[src/common/pll_cfg_pkg.sv]
// Purpose: Shared constants for the clock source configuration block
// Assumes: Register bus is APB with 32-bit data, one word per register
// Notes:   Printed offsets are register indices; byte address = 4 * index
//
// What this block does
// - Loop power field 00b runs the loop; 01b powers the loop down.
// - Bypass bit 0 feeds distribution through VCO divider; 1 bypasses it.
// - Source bit 1 selects internal VCO; 0 selects external clock input.
// - Three-bit ratio field selects VCO division by 2, 3, 4, 5 or 6.
// - Staged values take effect only when update is written with bit 0 set.
// - Calibration starts when calibrate bit is 1 and update is written, unless it already ran with no update at 0 between.
// - Polarity bit 0 gives positive detector polarity, 1 negative.
// - Two-bit field sets the detector antibacklash pulse width.
// - Pump mode: high impedance, normal, constant up or constant down.
// - Pump current selectable in eight steps, 600 uA to 4.8 mA.
// - Detector compares reference and feedback, commands pump up or down.
// - Ratio value 010b selects divide by four and is the reset default.
// - Reset: loop powered down, divider used, external clock source.

package pll_cfg_pkg;

  // ****************************************************************
  // Register map
  // ****************************************************************
  localparam int          ADDR_W          = 12;
  localparam int          IDX_W           = 10;
  localparam logic [9:0]  IDX_LOOP_CTRL   = 10'h010;
  localparam logic [9:0]  IDX_ANTIBACKLASH= 10'h017;
  localparam logic [9:0]  IDX_VCO_CAL     = 10'h018;
  localparam logic [9:0]  IDX_VCO_DIV     = 10'h1e0;
  localparam logic [9:0]  IDX_CLK_SRC     = 10'h1e1;
  localparam logic [9:0]  IDX_UPDATE      = 10'h232;
  localparam logic [9:0]  IDX_PUMP_CUR    = 10'h240;
  localparam logic [9:0]  IDX_STATUS      = 10'h241;

  // ****************************************************************
  // Field positions
  // ****************************************************************
  localparam int LOOP_PWR_LSB  = 0;
  localparam int PUMP_MODE_LSB = 4;
  localparam int POLARITY_BIT  = 7;
  localparam int CAL_BIT       = 0;
  localparam int BYPASS_BIT    = 0;
  localparam int SRC_VCO_BIT   = 1;
  localparam int UPDATE_BIT    = 0;

  // ****************************************************************
  // Encodings and reset values
  // ****************************************************************
  localparam logic [1:0] LOOP_PWR_NORMAL = 2'h0;
  localparam logic [1:0] LOOP_PWR_DOWN   = 2'h1;
  localparam logic [2:0] DIV_RATIO_MAX   = 3'h4;
  localparam logic [2:0] DIV_BASE        = 3'h2;
  localparam logic [7:0] RST_LOOP_CTRL   = 8'h01;
  localparam logic [7:0] RST_VCO_DIV     = 8'h02;
  localparam logic [7:0] RST_CLK_SRC     = 8'h00;
  localparam logic [7:0] RST_ZERO        = 8'h00;

  typedef enum logic [2:0] {
    PUMP_HIGH_Z, PUMP_NORMAL, PUMP_UP, PUMP_DOWN
  } pump_mode_t;

  // Pump mode field codes
  localparam logic [2:0] CODE_HIGH_Z = 3'h0;
  localparam logic [2:0] CODE_NORMAL = 3'h1;
  localparam logic [2:0] CODE_UP     = 3'h2;
  localparam logic [2:0] CODE_DOWN   = 3'h3;

  // ****************************************************************
  // Timing
  // ****************************************************************
  localparam int CLK_MHZ        = 40;
  localparam int CAL_TIME_US    = 100;
  localparam int CAL_CYCLES     = CAL_TIME_US * CLK_MHZ;
  localparam int AB_BASE_CYCLES = 1;

endpackage : pll_cfg_pkg

[src/logic/phase_freq_detector.sv]
// Purpose: Digital phase frequency detector with antibacklash hold
// Assumes: Edge inputs are one-cycle pulses on the system clock
// Notes:   Both outputs stay high together for the antibacklash width
`timescale 1ns/1ps
`default_nettype none

module phase_freq_detector
  import pll_cfg_pkg::*;
#(
  parameter int AB_W = 2
) (
  // Clock and reset
  input  wire logic            sys_clk_i,
  input  wire logic            rst_i,
  // Control
  input  wire logic            enable_i,
  input  wire logic [AB_W-1:0] ab_sel_i,
  // Compared edges
  input  wire logic            ref_edge_i,
  input  wire logic            fb_edge_i,
  // Raw pump commands
  output logic                 up_o,
  output logic                 dn_o
);

  logic            up_ff;
  logic            dn_ff;
  logic [AB_W:0]   ab_cnt_ff;
  logic [AB_W:0]   ab_len;
  logic            both;
  logic            ab_done;

  assign ab_len  = {1'b0, ab_sel_i} + (AB_W+1)'(AB_BASE_CYCLES);
  assign both    = up_ff & dn_ff;
  assign ab_done = both && (ab_cnt_ff >= ab_len - (AB_W+1)'(1));

  // Set wins over reset so an edge in the clearing cycle is kept
  always_ff @(posedge sys_clk_i) begin
    if (rst_i || !enable_i) begin
      up_ff     <= 1'b0;
      dn_ff     <= 1'b0;
      ab_cnt_ff <= '0;
    end else begin
      up_ff     <= ref_edge_i | (up_ff & ~ab_done);
      dn_ff     <= fb_edge_i | (dn_ff & ~ab_done);
      ab_cnt_ff <= (both && !ab_done) ? ab_cnt_ff + (AB_W+1)'(1) : '0;
    end
  end

  assign up_o = up_ff;
  assign dn_o = dn_ff;

endmodule : phase_freq_detector
`default_nettype wire

[src/logic/pll_clock_source_config.sv]
// Purpose: Staged PLL and clock source configuration behind APB
// Assumes: Divider outputs arrive asynchronously as levels from counters
// Notes:   Zero-wait APB; writes land in staging, update applies them
//
// Chosen here: register access over APB.
`timescale 1ns/1ps
`default_nettype none

module pll_clock_source_config
  import pll_cfg_pkg::*;
#(
  parameter int CAL_LEN = CAL_CYCLES
) (
  // Clock and reset
  input  wire logic                     sys_clk_i,
  input  wire logic                     rst_i,
  // APB slave
  input  wire logic                     psel_i,
  input  wire logic                     penable_i,
  input  wire logic                     pwrite_i,
  input  wire logic [pll_cfg_pkg::ADDR_W-1:0] paddr_i,
  input  wire logic [31:0]              pwdata_i,
  output logic [31:0]                   prdata_o,
  output logic                          pready_o,
  output logic                          pslverr_o,
  // Divider outputs compared by the detector
  input  wire logic                     ref_div_i,
  input  wire logic                     fb_div_i,
  // Applied configuration
  output logic                          loop_power_down_o,
  output logic                          vco_div_bypass_o,
  output logic                          src_internal_vco_o,
  output logic [2:0]                    vco_div_value_o,
  output logic                          polarity_neg_o,
  output logic [1:0]                    antibacklash_o,
  output logic [2:0]                    pump_current_o,
  output logic                          pump_high_z_o,
  // Pump drive and calibration
  output logic                          charge_pump_up_o,
  output logic                          charge_pump_dn_o,
  output logic                          vco_cal_run_o
);

  // The calibration counter is 16 bits wide
  if (CAL_LEN < 1 || CAL_LEN > 65535) begin : g_bad_cal_len
    $error("CAL_LEN out of range");
  end

  // ****************************************************************
  // APB decode
  // ****************************************************************
  logic [IDX_W-1:0] idx;
  logic             setup;
  logic             wr_en;
  logic             hit_loop;
  logic             hit_ab;
  logic             hit_cal;
  logic             hit_div;
  logic             hit_src;
  logic             hit_upd;
  logic             hit_cur;
  logic             hit_sts;
  logic             mapped;

  assign idx      = paddr_i[ADDR_W-1:2];
  assign setup    = psel_i & ~penable_i;
  assign wr_en    = psel_i & penable_i & pready_o & pwrite_i & ~pslverr_o;
  assign hit_loop = (idx == IDX_LOOP_CTRL);
  assign hit_ab   = (idx == IDX_ANTIBACKLASH);
  assign hit_cal  = (idx == IDX_VCO_CAL);
  assign hit_div  = (idx == IDX_VCO_DIV);
  assign hit_src  = (idx == IDX_CLK_SRC);
  assign hit_upd  = (idx == IDX_UPDATE);
  assign hit_cur  = (idx == IDX_PUMP_CUR);
  assign hit_sts  = (idx == IDX_STATUS);
  assign mapped   = hit_loop | hit_ab | hit_cal | hit_div | hit_src |
                    hit_upd | hit_cur | hit_sts;

  // ****************************************************************
  // Staging registers
  // ****************************************************************
  logic [7:0] stg_loop_ff;
  logic [7:0] stg_ab_ff;
  logic [7:0] stg_cal_ff;
  logic [7:0] stg_div_ff;
  logic [7:0] stg_src_ff;
  logic [7:0] stg_cur_ff;
  logic       upd_req;

  // Update is a command: it leaves no stored bit, so it reads back zero
  assign upd_req = wr_en & hit_upd & pwdata_i[UPDATE_BIT];

  always_ff @(posedge sys_clk_i) begin
    if (rst_i) begin
      stg_loop_ff <= RST_LOOP_CTRL;
      stg_ab_ff   <= RST_ZERO;
      stg_cal_ff  <= RST_ZERO;
      stg_div_ff  <= RST_VCO_DIV;
      stg_src_ff  <= RST_CLK_SRC;
      stg_cur_ff  <= RST_ZERO;
    end else if (wr_en) begin
      if (hit_loop) stg_loop_ff <= pwdata_i[7:0];
      if (hit_ab)   stg_ab_ff   <= pwdata_i[7:0];
      if (hit_cal)  stg_cal_ff  <= pwdata_i[7:0];
      if (hit_div)  stg_div_ff  <= pwdata_i[7:0];
      if (hit_src)  stg_src_ff  <= pwdata_i[7:0];
      if (hit_cur)  stg_cur_ff  <= pwdata_i[7:0];
    end
  end

  // ****************************************************************
  // Active registers, copied in one step on update
  // ****************************************************************
  logic [7:0] act_loop_ff;
  logic [7:0] act_ab_ff;
  logic       act_cal_ff;
  logic [7:0] act_div_ff;
  logic [7:0] act_src_ff;
  logic [7:0] act_cur_ff;

  always_ff @(posedge sys_clk_i) begin
    if (rst_i) begin
      act_loop_ff <= RST_LOOP_CTRL;
      act_ab_ff   <= RST_ZERO;
      act_cal_ff  <= 1'b0;
      act_div_ff  <= RST_VCO_DIV;
      act_src_ff  <= RST_CLK_SRC;
      act_cur_ff  <= RST_ZERO;
    end else if (upd_req) begin
      act_loop_ff <= stg_loop_ff;
      act_ab_ff   <= stg_ab_ff;
      act_cal_ff  <= stg_cal_ff[CAL_BIT];
      act_div_ff  <= stg_div_ff;
      act_src_ff  <= stg_src_ff;
      act_cur_ff  <= stg_cur_ff;
    end
  end

  // ****************************************************************
  // VCO calibration
  // ****************************************************************
  // A new run needs the bit seen low at an update first; a bit left
  // high across updates does not retrigger the analog sequence.
  logic        cal_armed_ff;
  logic        cal_busy_ff;
  logic        cal_done_ff;
  logic [15:0] cal_cnt_ff;
  logic        cal_start;
  logic        cal_end;

  assign cal_start = upd_req & stg_cal_ff[CAL_BIT] & cal_armed_ff
                     & ~cal_busy_ff;
  assign cal_end   = cal_busy_ff && (cal_cnt_ff == 16'(CAL_LEN - 1));

  always_ff @(posedge sys_clk_i) begin
    if (rst_i) begin
      cal_armed_ff <= 1'b1;
      cal_busy_ff  <= 1'b0;
      cal_done_ff  <= 1'b0;
      cal_cnt_ff   <= 16'h0000;
    end else begin
      if (cal_start) begin
        cal_armed_ff <= 1'b0;
      end else if (upd_req && !stg_cal_ff[CAL_BIT]) begin
        cal_armed_ff <= 1'b1;
      end
      if (cal_start) begin
        cal_busy_ff <= 1'b1;
        cal_done_ff <= 1'b0;
        cal_cnt_ff  <= 16'h0000;
      end else if (cal_end) begin
        cal_busy_ff <= 1'b0;
        cal_done_ff <= 1'b1;
      end else if (cal_busy_ff) begin
        cal_cnt_ff  <= cal_cnt_ff + 16'h0001;
      end
    end
  end

  // ****************************************************************
  // Decoded configuration
  // ****************************************************************
  logic       pwr_down;
  logic [2:0] ratio;
  logic [2:0] div_value;
  logic [2:0] mode_code;
  pump_mode_t pump_mode;

  // Only 00b runs the loop; other codes fail safe to powered down
  assign pwr_down  = act_loop_ff[LOOP_PWR_LSB +: 2] != LOOP_PWR_NORMAL;
  assign ratio     = (act_div_ff[2:0] > DIV_RATIO_MAX) ? DIV_RATIO_MAX
                                                       : act_div_ff[2:0];
  assign div_value = ratio + DIV_BASE;
  assign mode_code = act_loop_ff[PUMP_MODE_LSB +: 3];
  assign pump_mode = (mode_code == CODE_NORMAL) ? PUMP_NORMAL :
                     (mode_code == CODE_UP)     ? PUMP_UP     :
                     (mode_code == CODE_DOWN)   ? PUMP_DOWN   :
                                                  PUMP_HIGH_Z;

  // ****************************************************************
  // Divider edge capture
  // ****************************************************************
  logic [2:0] ref_sync_ff;
  logic [2:0] fb_sync_ff;
  logic       ref_edge;
  logic       fb_edge;

  always_ff @(posedge sys_clk_i) begin
    if (rst_i) begin
      ref_sync_ff <= 3'h0;
      fb_sync_ff  <= 3'h0;
    end else begin
      ref_sync_ff <= {ref_sync_ff[1:0], ref_div_i};
      fb_sync_ff  <= {fb_sync_ff[1:0], fb_div_i};
    end
  end

  assign ref_edge = ref_sync_ff[1] & ~ref_sync_ff[2];
  assign fb_edge  = fb_sync_ff[1] & ~fb_sync_ff[2];

  // ****************************************************************
  // Detector and pump drive
  // ****************************************************************
  logic raw_up;
  logic raw_dn;
  logic pol_up;
  logic pol_dn;
  logic nxt_up;
  logic nxt_dn;

  phase_freq_detector #(
    .AB_W       (2)
  ) u_detector (
    .sys_clk_i  (sys_clk_i),
    .rst_i      (rst_i),
    .enable_i   (~pwr_down),
    .ab_sel_i   (act_ab_ff[1:0]),
    .ref_edge_i (ref_edge),
    .fb_edge_i  (fb_edge),
    .up_o       (raw_up),
    .dn_o       (raw_dn)
  );

  // Negative polarity swaps the sense of the pump commands
  assign pol_up = act_loop_ff[POLARITY_BIT] ? raw_dn : raw_up;
  assign pol_dn = act_loop_ff[POLARITY_BIT] ? raw_up : raw_dn;

  always_comb begin
    nxt_up = 1'b0;
    nxt_dn = 1'b0;
    if (!pwr_down) begin
      case (pump_mode)
        PUMP_NORMAL: begin
          nxt_up = pol_up;
          nxt_dn = pol_dn;
        end
        PUMP_UP:     nxt_up = 1'b1;
        PUMP_DOWN:   nxt_dn = 1'b1;
        default: begin
          nxt_up = 1'b0;
          nxt_dn = 1'b0;
        end
      endcase
    end
  end

  // ****************************************************************
  // Output registers
  // ****************************************************************
  always_ff @(posedge sys_clk_i) begin
    if (rst_i) begin
      loop_power_down_o  <= 1'b1;
      vco_div_bypass_o   <= 1'b0;
      src_internal_vco_o <= 1'b0;
      vco_div_value_o    <= DIV_BASE + RST_VCO_DIV[2:0];
      polarity_neg_o     <= 1'b0;
      antibacklash_o     <= 2'h0;
      pump_current_o     <= 3'h0;
      pump_high_z_o      <= 1'b1;
      charge_pump_up_o   <= 1'b0;
      charge_pump_dn_o   <= 1'b0;
      vco_cal_run_o      <= 1'b0;
    end else begin
      loop_power_down_o  <= pwr_down;
      vco_div_bypass_o   <= act_src_ff[BYPASS_BIT];
      src_internal_vco_o <= act_src_ff[SRC_VCO_BIT];
      vco_div_value_o    <= div_value;
      polarity_neg_o     <= act_loop_ff[POLARITY_BIT];
      antibacklash_o     <= act_ab_ff[1:0];
      pump_current_o     <= act_cur_ff[2:0];
      pump_high_z_o      <= pwr_down | (pump_mode == PUMP_HIGH_Z);
      charge_pump_up_o   <= nxt_up;
      charge_pump_dn_o   <= nxt_dn;
      vco_cal_run_o      <= cal_busy_ff | cal_start;
    end
  end

  // ****************************************************************
  // APB answer
  // ****************************************************************
  logic [31:0] rd_mux;
  logic [7:0]  status;

  assign status = {2'h0, act_cal_ff, cal_armed_ff, cal_done_ff,
                   cal_busy_ff, act_src_ff[SRC_VCO_BIT], pwr_down};
  assign rd_mux = hit_loop ? {24'h0, stg_loop_ff} :
                  hit_ab   ? {24'h0, stg_ab_ff}   :
                  hit_cal  ? {24'h0, stg_cal_ff}  :
                  hit_div  ? {24'h0, stg_div_ff}  :
                  hit_src  ? {24'h0, stg_src_ff}  :
                  hit_cur  ? {24'h0, stg_cur_ff}  :
                  hit_sts  ? {24'h0, status}      : 32'h0000_0000;

  always_ff @(posedge sys_clk_i) begin
    if (rst_i) begin
      prdata_o  <= 32'h0000_0000;
      pready_o  <= 1'b0;
      pslverr_o <= 1'b0;
    end else begin
      pready_o  <= setup;
      pslverr_o <= setup & ~mapped;
      if (setup) begin
        prdata_o <= pwrite_i ? 32'h0000_0000 : rd_mux;
      end
    end
  end

endmodule : pll_clock_source_config
`default_nettype wire

[config.mk]
export PLATFORM = sky130hd
export DESIGN_NAME = pll_clock_source_config
export DESIGN_NICKNAME = d
export VERILOG_FILES = /design/src/common/pll_cfg_pkg.sv /design/src/logic/phase_freq_detector.sv /design/src/logic/pll_clock_source_config.sv
export SDC_FILE = /design/constraint.sdc
export NUM_CORES = 1
export LEC_CHECK = 0
export BUFFER_PORTS_ARGS = -buffer_cell sky130_fd_sc_hd__buf_2
export CORE_MARGIN = 1
export CORE_UTILIZATION = 55
export CTS_BUF_LIST = sky130_fd_sc_hd__clkbuf_4 sky130_fd_sc_hd__clkbuf_8
export DETAILED_ROUTE_END_ITERATION = 6
export PLACE_DENSITY = 0.85
export SLEW_MARGIN = 20
export SYNTH_ARGS = -nofsm -noshare
export SYNTH_HDL_FRONTEND = slang
export SYNTH_SLANG_ARGS = --single-unit
[constraint.sdc]
create_clock -name sys_clk_i -period 2.3 [get_ports sys_clk_i]
set_input_delay 0 -clock sys_clk_i [delete_from_list [all_inputs] [get_ports sys_clk_i]]
set_output_delay 0 -clock sys_clk_i [all_outputs]
set_load 0.02 [all_outputs]
==> run metrics <==
outcome=finished, final reports clean; Layout Cells excl Fill=797; global-route wire length before repair=20,700 microns; max incr delay on CP=0.55 ns; maximum VDD drop=379 uV; WL final=between 10,000 and 15,000 microns; sw frac=25.6%; Startpoint Class=flop; TritonCTS clock tree=yes; fin nets=between 700 and 800; # diodes=0; setup TNS=0 ns; Syn. warnings=0; DR vias=~4,600; clock-pin slew on the worst setup and hold paths=0.07 ns; post-synthesis mux area share=between 10% and 20%; CTS Root Cell=clkbuf_8; area share of the largest cell type after synthesis=a little under half; count leader, synth=dfxtp_1; post-route ant nets=0; crit-path max FO=12; proportion of layout cells with a drive suffix above 1=19.0%; vias in the first global route=4,216; residual DRC count=0; Cell Area, Synth=5320 sq um; P_sw=1.08 mW; main area contributors after synthesis=dfxtp_1, mux2i_1, nor2_1, a21oi_1, buf_4; Post-Synth XOR/XNOR Area=approximately 2.5%; clock share of power=between 40% and 50%; Port Buf Inserts=50; Max-cap violations=0; Distinct cells, synth=58; Slew headroom=between 50% and 60%; Flop pwr share=49.7%; crit path cell chain=nand4_1 -> nor4_4 -> buf_4 -> buf_4 -> nand3_1 -> a21oi_1 -> dlygate4sd3_1; CP Class=flop to flop; RSZ-0062 raised after global routing=false; WL met3=1030 microns; CP required=2.69 ns; worst hold path class=primary input to flop; CTS Buf Count=17; Avg Vias per Cell=around 5.7; GPL Wtd Cong=0.904; fmax=between 0.4 and 0.5 GHz; CP endpoint kind=flop; HPWL after DPL=8380 microns; largest net degree at the start of global routing=between 70 and 80; Yosys top cell by area=dfxtp_1; Die Wd=100 microns; P_int=between 3 and 4 mW; core area=9330 sq um; Final Cycle Share=90.0%; Async SR Flop Fraction=0%; Rows=35; fin crit period=slightly above 2 ns; Synth Area in Adders=0.941%; top layer used by detailed routing=met4; Final setup viols=0; largest family of logic cells by synthesized area=simple AND/OR/NAND/NOR gates; Clock H-tree levels=4; DP Cell Count=748; Combinational Power Share=5.1%; commonest register cell after synthesis=dfxtp_1; antenna violations before repair=0; Die Y=100 microns; IO Count=101; met1 WL=~5300 microns; full die area=10,100 sq um; Post-synth EDFFs=0; later-pin clock latency in the skew report=0.45 ns; Syn Inst Count=587; GRT Overall Usage=26.7%; Leak Pwr=2.69 nW; Pins Over Slew Limit=0; P&R area growth vs syn=16.4%; DR WL/cell=~16 microns; drt initial violations=408; measured slew at the worst slew-check pin=0.714 ns; clk_skew=around 0.013 ns; final global-route overflow total=0; clk buf depth=2; drt pass-1 iters=5; Simple-Gate Fraction of Synth Area=roughly 22%; final hold vios=0; metal2 WL=roughly 6100 microns; Power Dens Cells=683 nW/um^2; flops & latches, synth=121; Synth Area in Compound Gates=11.0%; Syn Area/Cell=9.07 sq um; Initial Util=57.0%; post-synthesis sequential area ratio=45.5%; CP most frequent cell=buf_4; Worst EP arrival=2.46 ns; slowest CP cell=dlygate4sd3_1; Post-synth top cells=dfxtp_1, nor2_1, nand2_1; clock sink count=121
## per-stage QoR
| stage | total power, mW | hold slack (ns) | setup slack [ns] | area (sq um) | util (%) |
|---|---|---|---|---|---|
| 2_1_floorplan | 2.30 | 0.128 | 0.553 | 5410 | - |
| 3_3_place_gp | 2.34 | 0.206 | 0.343 | 5630 | 60.3 |
| 3_5_place_dp | 2.34 | 0.218 | 0.271 | 5630 | 60.3 |
| 4_1_cts | 4.24 | 0.00332 | 0.0196 | 6170 | 66.1 |
| 5_1_grt | 4.36 | 0.0456 | 0.128 | 6190 | 66.4 |
| 6_report | 4.23 | 0.0364 | 0.231 | 6190 | 66.4 |
## worst max-delay path: cells and delay by family, from the launching register on
family	cells	cell delay [ns]
flops	1	0.38
simple gates	3	0.57
buf+inv	3	0.95
compound gates	1	0.11
## layer usage
layer / up-vias / global-route usage [%]
met2: 242 / 43.2
met4: 0 / 11.8
li1: 2149 / -
met3: 38 / 6.13
met1: 2152 / 34.0
met5: - / 0
## repair_timing
item | 4_1_cts | 5_1_grt
endpoints found under the setup margin | 0 | 1
hold buffers | 14 | 0
setup buffers | 0 | 3
hold endpoints to repair | 52 | 0
gates resized for setup | 0 | 1
## final cells by class
| class | count | area [sq um] |
|---|---|---|
| sequential | 121 | 2420 |
| tap | 129 | 161 |
| fill | 746 | 3140 |
| inverter | 8 | 30.0 |
| multi-input combinational | 423 | 2640 |
| clock inverter | 15 | 165 |
| clock buffer | 17 | 234 |
| timing repair buffer | 84 | 541 |
## worst paths after layout
path	start	to	slack, ns	cells past startpoint
max reg2reg	pready_o$_SDFF_PP0_	stg_div_ff[7]$_SDFFE_PP0P_	0.23	7
min	penable_i	pready_o$_SDFF_PP0_	0.04	3
max	pready_o$_SDFF_PP0_	stg_div_ff[7]$_SDFFE_PP0P_	0.23	7
min reg2reg	fb_sync_ff[0]$_SDFF_PP0_	fb_sync_ff[1]$_SDFF_PP0_	0.44	1
## logic make-up (layout without fill, tap and decap cells)
group                      Yosys count  count (layout)
AOI/OAI and AO/OA                   92              92
xor gates and xnor gates            15              15
adders and majority gates            4               4
buffers and inverters               66             124
DFF                                121             121
muxes                               59              59
other                                1              24
and+or+nand+nor                    229             229
## sequential cells by signal, indices dropped and copies added, names as in the netlist, 2 cells and up
register and cells:
cal_cnt_ff 16, prdata_o 8, stg_ab_ff 8, stg_cal_ff 8, stg_cur_ff 8, stg_div_ff 8
stg_loop_ff 8, stg_src_ff 8, act_loop_ff 6, act_cur_ff 3, act_div_ff 3, fb_sync_ff 3
pump_current_o 3, ref_sync_ff 3, u_detector.ab_cnt_ff 3, vco_div_value_o 3, act_ab_ff 2, act_src_ff 2
antibacklash_o 2
## power groups by stage
stage | registers [mW] | clock network (mW) | logic [mW]
final | 2.10 | 1.91 | 0.214
after global routing | 2.10 | 2.03 | 0.228
after CTS | 2.10 | 1.93 | 0.209
after detailed placement | 2.15 | 0 | 0.191
after global placement | 2.15 | 0 | 0.187
after floorplan | 2.15 | 0 | 0.150
## cell usage in the layout (no fill, tap or decap), types with 3 or more instances in the layout
master	netlist	routed
conb_1	1	24
xor2_1	10	10
a32oi_1	5	5
nand2b_1	3	3
nor4_1	3	3
mux2_2	13	13
a22oi_1	7	7
a221o_1	5	5
dfxtp_1	121	121
clkinv_4	0	4
or3_1	8	8
inv_1	7	7
inv_6	0	6
nand3_1	34	34
nor3_1	7	7
ha_1	4	4
dlygate4sd3_1	0	14
buf_4	25	20
mux2i_1	46	46
a31oi_1	3	3
nor2b_1	15	15
o21ai_0	14	14
a21oi_1	41	41
nand4_1	5	5
and4_1	3	3
and3_1	10	10
o22ai_1	4	4
xnor2_1	5	5
nor2_1	74	74
nand2_1	48	47
buf_2	4	50
clkbuf_8	0	17
No activity file was read; power rests on OpenSTA's default activity.
